`src/rtl/clock_fanout_defines.vh`:
```
// constants of the clock fan-out serial output control block
`ifndef CLOCK_FANOUT_DEFINES_VH
`define CLOCK_FANOUT_DEFINES_VH

// two-wire link
`define LINK_RATE_KBPS      100
`define SYS_CLK_KHZ         10000
`define ADDR_W              7
`define DEV_ADDR_DEFAULT    7'h2A
`define BIT_COUNT_W         4
`define BITS_PER_BYTE       4'h8
`define RW_BIT              0
// pin idle levels: scl, sda high, ref low, analog present, div low
`define SYNC_IDLE           5'h1A
`define ADDR_MSB            7
`define ADDR_LSB            1

// control registers
`define REG_COUNT           2
`define REG_W               8
`define REG_RESET           8'hFF
`define REG_INDEX_W         2
`define NUM_PAIRS           10

// low input frequency detection
`define LOW_FREQ_MHZ        20
`define REF_DIV_DEFAULT     64
`define DETECT_CNT_W        16

// pll stabilization interval
`define SETTLE_US           100
`define SETTLE_CNT_W        16

// link states
`define ST_IDLE             3'h0
`define ST_ADDR             3'h1
`define ST_ACK              3'h2
`define ST_DATA             3'h3
`define ST_IGNORE           3'h4

`endif

```
`src/rtl/clock_fanout_serial_output_control.v`:
```
// two-wire slave receiver, output enable registers and clock control
`timescale 1ns/100ps
`include "clock_fanout_defines.vh"

module clock_fanout_serial_output_control #(
    parameter [`ADDR_W-1:0] DEV_ADDR = `DEV_ADDR_DEFAULT,
    parameter               REF_DIV  = `REF_DIV_DEFAULT,
    parameter               SETTLE_US = `SETTLE_US
) (
    input  wire                  clk_sys,
    input  wire                  reset,
    input  wire                  serialClock,
    input  wire                  serialDataIn,
    output reg                   serialDataOut,
    output reg                   serialDataOe,
    input  wire                  refClockLevel,
    input  wire                  refClockDivided,
    input  wire                  analogSupplyPin,
    output reg                   bufferLevel,
    output reg  [`NUM_PAIRS-1:0] pairDrive,
    output reg                   feedbackLevel,
    output reg                   feedbackDrive,
    output reg                   pllEnable,
    output reg                   pllBypass,
    output reg                   lowPowerMode,
    output reg                   pllSettling
);

    // settling interval in sys cycles, at least one
    localparam integer SETTLE_INT =
        (SETTLE_US * `SYS_CLK_KHZ) / 1000;
    localparam [`SETTLE_CNT_W-1:0] SETTLE_CYCLES =
        (SETTLE_INT < 1) ? {{(`SETTLE_CNT_W-1){1'b0}}, 1'b1} :
        SETTLE_INT[`SETTLE_CNT_W-1:0];

    // sys cycles per link bit at full rate, for reference
    localparam integer LINK_BIT_CYCLES =
        `SYS_CLK_KHZ / `LINK_RATE_KBPS;

    // ---------------------------------------------------------------
    // pin synchronisation
    wire [4:0] pinSync;
    wire       sclSync;
    wire       sdaSync;
    wire       refLevelSync;
    wire       analogOk;
    wire       refDivSync;

    two_flop_sync #(
        .WIDTH (5),
        .INIT  (`SYNC_IDLE)
    ) u_pin_sync (
        .clk_sys (clk_sys),
        .reset   (reset),
        .d       ({serialClock, serialDataIn, refClockLevel,
                   analogSupplyPin, refClockDivided}),
        .q       (pinSync)
    );

    assign sclSync      = pinSync[4];
    assign sdaSync      = pinSync[3];
    assign refLevelSync = pinSync[2];
    assign analogOk     = pinSync[1];
    assign refDivSync   = pinSync[0];

    // ---------------------------------------------------------------
    // reference frequency detection
    wire refSlow;

    ref_freq_detect #(
        .REF_DIV (REF_DIV)
    ) u_freq_detect (
        .clk_sys    (clk_sys),
        .reset      (reset),
        .refDivSync (refDivSync),
        .refSlow    (refSlow)
    );

    // ---------------------------------------------------------------
    // link line events
    reg  sclLast;
    reg  sdaLast;
    wire sclRise;
    wire sclFall;
    wire startSeen;
    wire stopSeen;

    always @(posedge clk_sys) begin
        if (reset) begin
            sclLast <= 1'b1;
            sdaLast <= 1'b1;
        end else begin
            sclLast <= sclSync;
            sdaLast <= sdaSync;
        end
    end

    // bit period is LINK_BIT_CYCLES sys cycles at full rate
    assign sclRise   = sclSync & ~sclLast;
    assign sclFall   = ~sclSync & sclLast;
    assign startSeen = sclSync & sclLast & sdaLast & ~sdaSync;
    assign stopSeen  = sclSync & sclLast & ~sdaLast & sdaSync;

    // ---------------------------------------------------------------
    // address decode used on each address byte
    function addrMatch;
        input [`REG_W-1:0] addrByte;
        input [`ADDR_W-1:0] own;
        begin
            addrMatch = (addrByte[`ADDR_MSB:`ADDR_LSB] == own) &&
                        (addrByte[`RW_BIT] == 1'b0);
        end
    endfunction

    // ---------------------------------------------------------------
    // slave receiver state machine
    reg [2:0]                state;
    reg [2:0]                next_state;
    reg [`BIT_COUNT_W-1:0]   bitCount;
    reg [`REG_W-1:0]         shiftReg;
    reg [`REG_INDEX_W-1:0]   regIndex;
    reg [`REG_W-1:0]         enableReg0;
    reg [`REG_W-1:0]         enableReg1;
    wire                     byteDone;

    assign byteDone = sclFall && (bitCount == `BITS_PER_BYTE);

    always @* begin
        next_state = state;
        case (state)
            `ST_IDLE: begin
                next_state = `ST_IDLE;
            end
            `ST_ADDR: begin
                if (byteDone) begin
                    if (addrMatch(shiftReg, DEV_ADDR)) begin
                        next_state = `ST_ACK;
                    end else begin
                        // reads and foreign addresses are not answered
                        next_state = `ST_IGNORE;
                    end
                end
            end
            `ST_ACK: begin
                if (sclFall) begin
                    next_state = `ST_DATA;
                end
            end
            `ST_DATA: begin
                if (byteDone) begin
                    if (regIndex < `REG_COUNT) begin
                        next_state = `ST_ACK;
                    end else begin
                        next_state = `ST_IGNORE;
                    end
                end
            end
            `ST_IGNORE: begin
                next_state = `ST_IGNORE;
            end
            default: begin
                next_state = `ST_IDLE;
            end
        endcase
        // start and stop override any state
        if (startSeen) begin
            next_state = `ST_ADDR;
        end else if (stopSeen) begin
            next_state = `ST_IDLE;
        end
    end

    always @(posedge clk_sys) begin
        if (reset) begin
            state <= `ST_IDLE;
        end else begin
            state <= next_state;
        end
    end

    // bit shifting and counting
    always @(posedge clk_sys) begin
        if (reset) begin
            bitCount <= {`BIT_COUNT_W{1'b0}};
            shiftReg <= {`REG_W{1'b0}};
        end else if (startSeen || stopSeen) begin
            bitCount <= {`BIT_COUNT_W{1'b0}};
        end else if (state == `ST_ADDR || state == `ST_DATA) begin
            if (sclRise) begin
                shiftReg <= {shiftReg[`REG_W-2:0], sdaSync};
                bitCount <= bitCount + 1'b1;
            end
        end else if (state == `ST_ACK) begin
            bitCount <= {`BIT_COUNT_W{1'b0}};
        end
    end

    // register index restarts at the first register each transfer
    always @(posedge clk_sys) begin
        if (reset) begin
            regIndex <= {`REG_INDEX_W{1'b0}};
        end else if (startSeen) begin
            regIndex <= {`REG_INDEX_W{1'b0}};
        end else if (state == `ST_DATA && byteDone &&
                     regIndex < `REG_COUNT) begin
            regIndex <= regIndex + 1'b1;
        end
    end

    // enable registers, all set at power-up
    always @(posedge clk_sys) begin
        if (reset) begin
            enableReg0 <= `REG_RESET;
            enableReg1 <= `REG_RESET;
        end else if (state == `ST_DATA && byteDone && !startSeen &&
                     !stopSeen) begin
            if (regIndex == 0) begin
                enableReg0 <= shiftReg;
            end else if (regIndex == 1) begin
                enableReg1 <= shiftReg;
            end
        end
    end

    // acknowledge drive: open drain, only ever pulls low
    always @(posedge clk_sys) begin
        if (reset) begin
            serialDataOut <= 1'b0;
            serialDataOe  <= 1'b0;
        end else begin
            serialDataOut <= 1'b0;
            if (next_state == `ST_ACK && state != `ST_ACK) begin
                serialDataOe <= 1'b1;
            end else if (next_state != `ST_ACK) begin
                serialDataOe <= 1'b0;
            end
        end
    end

    // ---------------------------------------------------------------
    // output and pll control
    wire [`REG_W*`REG_COUNT-1:0] enableBits;
    wire                         slowActive;
    wire                         pllWanted;

    assign enableBits = {enableReg1, enableReg0};
    // in bypass the reference is static by design, so no detection
    assign slowActive = refSlow & analogOk;
    assign pllWanted  = analogOk & ~refSlow;

    genvar g;
    generate
        for (g = 0; g < `NUM_PAIRS; g = g + 1) begin : g_pair
            always @(posedge clk_sys) begin
                if (reset) begin
                    pairDrive[g] <= 1'b1;
                end else begin
                    // upper unmapped bits are ignored
                    pairDrive[g] <= enableBits[g] & ~slowActive;
                end
            end
        end
    endgenerate

    always @(posedge clk_sys) begin
        if (reset) begin
            bufferLevel   <= 1'b0;
            feedbackLevel <= 1'b0;
            feedbackDrive <= 1'b1;
            pllEnable     <= 1'b0;
            pllBypass     <= 1'b0;
            lowPowerMode  <= 1'b0;
        end else begin
            bufferLevel   <= refLevelSync;
            feedbackLevel <= refLevelSync;
            // register writes never reach the feedback pair
            feedbackDrive <= ~slowActive;
            pllEnable     <= pllWanted;
            pllBypass     <= ~analogOk;
            lowPowerMode  <= slowActive;
        end
    end

    // ---------------------------------------------------------------
    // settling indication after power-up and pll restart
    reg [`SETTLE_CNT_W-1:0] settleCount;
    reg                     pllWantedLast;

    always @(posedge clk_sys) begin
        if (reset) begin
            settleCount   <= SETTLE_CYCLES;
            pllWantedLast <= 1'b0;
            pllSettling   <= 1'b1;
        end else begin
            pllWantedLast <= pllWanted;
            if (pllWanted && !pllWantedLast) begin
                settleCount <= SETTLE_CYCLES;
                pllSettling <= 1'b1;
            end else if (settleCount != 0) begin
                settleCount <= settleCount - 1'b1;
                pllSettling <= 1'b1;
            end else begin
                pllSettling <= 1'b0;
            end
        end
    end

endmodule // clock_fanout_serial_output_control

```
`src/rtl/two_flop_sync.v`:
```
// two flip-flop synchroniser for pin inputs
`timescale 1ns/100ps
module two_flop_sync #(
    parameter             WIDTH = 1,
    parameter [WIDTH-1:0] INIT  = {WIDTH{1'b0}}
) (
    input  wire             clk_sys,
    input  wire             reset,
    input  wire [WIDTH-1:0] d,
    output reg  [WIDTH-1:0] q
);

    reg [WIDTH-1:0] stage1;

    always @(posedge clk_sys) begin
        if (reset) begin
            // idle levels, so no false edge follows reset
            stage1 <= INIT;
            q      <= INIT;
        end else begin
            stage1 <= d;
            q      <= stage1;
        end
    end

endmodule // two_flop_sync

```
`src/rtl/ref_freq_detect.v`:
```
// low input frequency detector on the divided reference clock
`timescale 1ns/100ps
`include "clock_fanout_defines.vh"
module ref_freq_detect #(
    parameter REF_DIV = `REF_DIV_DEFAULT
) (
    input  wire clk_sys,
    input  wire reset,
    input  wire refDivSync,
    output reg  refSlow
);

    // sys cycles per divided period at the threshold frequency
    localparam integer LIMIT_INT =
        (REF_DIV * `SYS_CLK_KHZ) / (`LOW_FREQ_MHZ * 1000);
    localparam [`DETECT_CNT_W-1:0] LIMIT = LIMIT_INT[`DETECT_CNT_W-1:0];

    reg                     refDivLast;
    reg [`DETECT_CNT_W-1:0] periodCount;
    wire                    refRise;

    assign refRise = refDivSync & ~refDivLast;

    always @(posedge clk_sys) begin
        if (reset) begin
            refDivLast  <= 1'b0;
            periodCount <= {`DETECT_CNT_W{1'b0}};
            refSlow     <= 1'b0;
        end else begin
            refDivLast <= refDivSync;
            if (refRise) begin
                periodCount <= {`DETECT_CNT_W{1'b0}};
                refSlow     <= (periodCount >= LIMIT);
            end else if (periodCount < LIMIT) begin
                periodCount <= periodCount + 1'b1;
            end else begin
                // no edge within one threshold period
                refSlow <= 1'b1;
            end
        end
    end

endmodule // ref_freq_detect

```
`config.mk`:
```
export PLATFORM = sky130hd
export DESIGN_NAME = clock_fanout_serial_output_control
export DESIGN_NICKNAME = d
export VERILOG_FILES = /design/src/rtl/clock_fanout_serial_output_control.v /design/src/rtl/two_flop_sync.v /design/src/rtl/ref_freq_detect.v
export VERILOG_INCLUDE_DIRS = /design/src /design/src/rtl
export SDC_FILE = /design/constraint.sdc
export NUM_CORES = 1
export LEC_CHECK = 0
export BUFFER_PORTS_ARGS = -buffer_cell sky130_fd_sc_hd__buf_2
export CAP_MARGIN = 20
export CORE_MARGIN = 5
export CORE_UTILIZATION = 34
export CTS_CLUSTER_DIAMETER = 80
export DETAILED_ROUTE_END_ITERATION = 8
export GPL_ROUTABILITY_DRIVEN = 0
export SYNTH_ARGS = -nofsm -noshare
export SYNTH_HDL_FRONTEND = slang
export SYNTH_SLANG_ARGS = --single-unit
```
`constraint.sdc`:
```
create_clock -name clk_sys -period 4.82 [get_ports clk_sys]
set_input_delay 0.482 -clock clk_sys [delete_from_list [all_inputs] [get_ports clk_sys]]
set_output_delay 0.482 -clock clk_sys [all_outputs]
set_load 0.01 [all_outputs]
```
# After elaboration in Yosys (flattened, before gate mapping)
# Index checks and enable logic that the tools add are counted.
totals:
  word_cells: 122
  ff_bits: 90
  inputBits: 7
  out_inout_bits: 19
classes:
  n_reduce_logical: 25
  n_lt_le_gt_ge: 3
  add_sub_neg: 4
  eq_ne: 12
  bitwise: 31
  n_mux: 16
ops:
  columns: ["cell", "count"]
  rows:
  - ["$mux 3", 7]
  - ["$and 1x1->1", 20]
  - ["$add 16x1->16 const B", 1]
  - ["$ge 16x6->1 const B", 1]
  - ["$lt 16x6->1 const B", 1]
  - ["$reduce_bool 16->1", 1]
  - ["$sub 16x1->16 const B", 1]
  - ["$mux 4", 3]
  - ["$pmux 3 s4", 1]
  - ["$not 1->1", 11]
  - ["$eq 3x2->1 const B", 3]
  - ["$logic_and 1x1->1", 8]
  - ["$reduce_or 2->1", 4]
  - ["$eq 7x6->1 const B", 1]
  - ["$ne 3x2->1 const B", 2]
  - ["$reduce_and 3->1", 2]
  - ["$mux 1", 5]
  - ["$add 4x1->4 const B", 1]
  - ["$eq 4x4->1 const B", 1]
  - ["$reduce_and 2->1", 2]
  - ["$reduce_bool 2->1", 2]
  - ["$eq 3x1->1 const B", 1]
  - ["$eq 3x3->1 const B", 1]
  - ["$logic_not 1->1", 3]
  - ["7 further kinds", 8]

# Depth between registers and ports, before layout
logic_depth:
  word_depth: 10
  depth_mapped: 7
  ltp_nobuf: 6

# Hierarchy
# A second synthesis with hierarchy kept.
hier_totals:
  hier_cells: 376
  hier_area_um2: 3606.0
modules_own_cells:
  columns: ["mod", "cells_per_inst", "n_inst", "seq_area_each_um2", "area_each_um2"]
  rows:
  - ["clock_fanout_serial_output_control", 284, 1, 1241.2, 2577.5]
  - ["ref_freq_detect", 72, 1, 360.3, 765.7]
  - ["two_flop_sync", 20, 1, 200.2, 262.8]

# Worst setup path after synthesis
# Ideal clock, no wire load.
synth_path:
  path_kind: "register to register"
  from: "reg settleCount[6]"
  to: "reg settleCount[15]"
  stages_incl_launch_ff: 6
  arrival_ns: 2.067
  required_time_ns: 4.750
  slack_ns: 2.682
  period_less_slack_ns: 2.138
  setup_ns: 0.070
  path_buffers: 1
  cell_sequence: "dfxtp_1 or4_1 buf_2 or4_4 or4b_1 a21oi_1"
synth_via:
  elab_chain_len: 1
  elab_cells_between_ends: 2
  classes_between: "add/sub (1); reduce/logical (1)"
synth_lines:
  columns: ["item", "line", "text"]
  rows:
  - ["start, declared", "clock_fanout_serial_output_control.v:286", "reg [`SETTLE_CNT_W-1:0] settleCount;"]
  - ["start signal, assigned", "clock_fanout_serial_output_control.v:300", "settleCount <= settleCount - 1'b1;"]
  - ["$sub 16x1->16 or $reduce_bool 16->1 (tied branches)", "clock_fanout_serial_output_control.v:300, clock_fanout_serial_output_control.v:299", null]
# Parallel ways exist; a longest one is shown, timed or not.
# A chain may end at the register's enable or synchronous reset.

# Final worst setup path
# Ends and elaborated chain as after synthesis.

==> reports/metrics.cfg <==
[synthesis]
synthCells = 380
yosys.area.top_type_share_pct = 51.84
ys_top_cells_by_area = dfxtp_1, nand2_1, a21oi_1
synth_top_cells_by_count = dfxtp_1, nand2_1, a21oi_1, nor2_1
ys_seq_elements = 90
synth-edff-count = 0
yosys_most_used_dff = dfxtp_1
syn_avg_cell_area_um2 = 9.147
yosys_warnings = 0
synth_area_um2 = 3476
ys_seq_area_share_pct = 51.84
synth_nets = 394
yosysTopAreaCell = dfxtp_1
synth_cell_types = 50
synth_most_common_cell = dfxtp_1
async_reset_ff_share_pct = 0

[detailed_routing]
num_vias = 2605
ant_nets = 0
firstDrtPassIters = 5
drc = 0
avgViaCountPerCell = 4.833
finalWirelength_mm = 6.412
wl_per_cell_um = 11.90
drt_iter0_markers = 75

[timing]
fin_crit_ps = 2249
tns_ps = 0
period_share_pct = 46.67
tightest_slew_ps = 879.4
setup_viol = 0
report.final.slew_viol_count = 0
hold_viol = 0
relSlewSlack_pct = 41.01
fmax_ghz = 0.4446
rsz0062_at_grt = false
fin_skew_ps = 8.327

[cts]
clock-root-buffer = clkbuf_8
clk_pin_slew_ps = 90
clockBufferDepth = 2
cts.sinks = 90
ctsHoldBuffers = 0
cts_resized = 0
clkLatencyLatePin_ps = 350
htree_levels = 3
postCtsSetupBuffers = 0
cts_tree = built
numCtsBuffers = 9

[power_and_ir_drop]
p_leak_nw = 1.553
p_total_w = 0.001278
power_density_nw_per_um2 = 329.7
peakVddDrop_mv = 0.1913

[floorplanning]
fp.dieW_um = 111.1
core_area_um2 = 10140
die_height_um = 111.1
ios = 26
start_util_pct = 34.28
die_area_um2 = 12350
placementRows = 37

[place]
place_hpwl_mm = 4.578
portBuffers = 24

[final_layout]
final_layout_size_suffix_gt1_share_pct = 14.14
diodes = 0
area_growth_pct = 11.52
nNetsFinal = 412

[global_routing]
antenna_found_initial = 0
grt_pass1_vias = 2554
grt_overflow = 0
track_usage_pct = 11.04
grt_pass1_wl_mm = 11.42
grt_max_degree = 37

[critical_path]
crit_family = simple AND/OR/NAND/NOR gates
start_kind = register
slowest_stage = or4_1
worstPathMaxFanout = 8
worst_ep_arrival_time_ps = 2530
path_class = reg2reg
path_cells = or4_1 -> or4_4 -> or4b_1 -> a21oi_1
cp_num_buf_inv = 0
slowest_delay_ps = 660
cp.required_ps = 5100
crit_path_end_kind = register

[worst_hold_path]
hold_class = in2reg

[job]
max_cap_violations = 0

[status]
status = completed

layer usage:
metal  track usage, %  vias to the layer above  routed length, µm
li1                 -                     1352                  -
met3            3.930                        6                318
met5                0                        -                  0
met2            18.08                       45               2871
met1            13.56                     1202               3155
met4            3.569                        0                 68
cell families (layout without fill, tap and decap cells):
logic type | Yosys count | after routing | share of synthesized area (%)
mux | 12 | 12 | 3.492
other cells | 1 | 1 | 0.1079
fa+ha+maj | 7 | 7 | 2.520
xor+xnor | 8 | 8 | 2.016
flops | 90 | 90 | 51.84
compound gates | 55 | 55 | 9.504
buf+inv | 33 | 56 | 3.815
simple gates | 174 | 174 | 26.71
stage by stage:
stage	instance area (µm²)	setup WS, ps	cells	util, %	hold slack [ps]
6_report	3876	2571	539	38.23	316.8
4_1_cts	3876	2568	539	38.23	297.5
2_1_floorplan	3476	2683	380	-	389.5
3_5_place_dp	3697	2305	523	36.47	393.2
5_1_grt	3876	2456	539	38.23	298.2
3_3_place_gp	3697	2375	523	36.47	395.9
sequential cells by signal (all words and copies together), names as in the netlist, 2 cells and up:
register	count
bitCount	4
enableReg0	8
enableReg1	2
pairDrive	10
regIndex	2
settleCount	16
shiftReg	8
state	3
u_freq_detect.periodCount	16
u_pin_sync.q	5
u_pin_sync.stage1	5
layout make-up:
type | count | area, µm²
Tap cell | 136 | 170.2
Clock buffer | 9 | 123.9
Multi-Input combinational cell | 257 | 1541
Inverter | 15 | 56.30
Sequential cell | 90 | 1802
Fill cell | 1013 | 6262
Clock inverter | 7 | 55.05
Timing Repair Buffer | 25 | 127.6
power by group:
| group | total [W] | internal [W] | switching, W |
|---|---|---|---|
| registers | 0.000765 | 0.000755 | 0.0000101 |
| clock network | 0.000459 | 0.000191 | 0.000268 |
| logic | 0.0000547 | 0.0000226 | 0.0000321 |
| total | 0.00128 | 0.000968 | 0.000310 |
worst paths after layout:
path	from	endpoint	slack (ps)	cells after the start
worst max-delay path	settleCount[6]	settleCount[15]	2570	4
worst min-delay path	serialDataIn	u_pin_sync.stage1[3]	320	2
worst max register to register	settleCount[6]	settleCount[15]	2570	4
worst min register to register	u_pin_sync.stage1[4]	u_pin_sync.q[4]	410	1
placed cells by master, fill, tap and decap left out, drive strengths merged, types with 5 or more instances in the layout:
cell type  instances
clkbuf             9
and3              14
nor4               8
nand3              7
inv               15
a21oi             24
nor2              23
xnor2              5
or3                8
nor2b              8
clkinv             5
or2               12
mux2i             11
nor3               6
nand2             58
dfxtp             90
ha                 7
or4                8
buf               25
o31ai              7
o21ai             13
(Power assumes the default switching activity.)
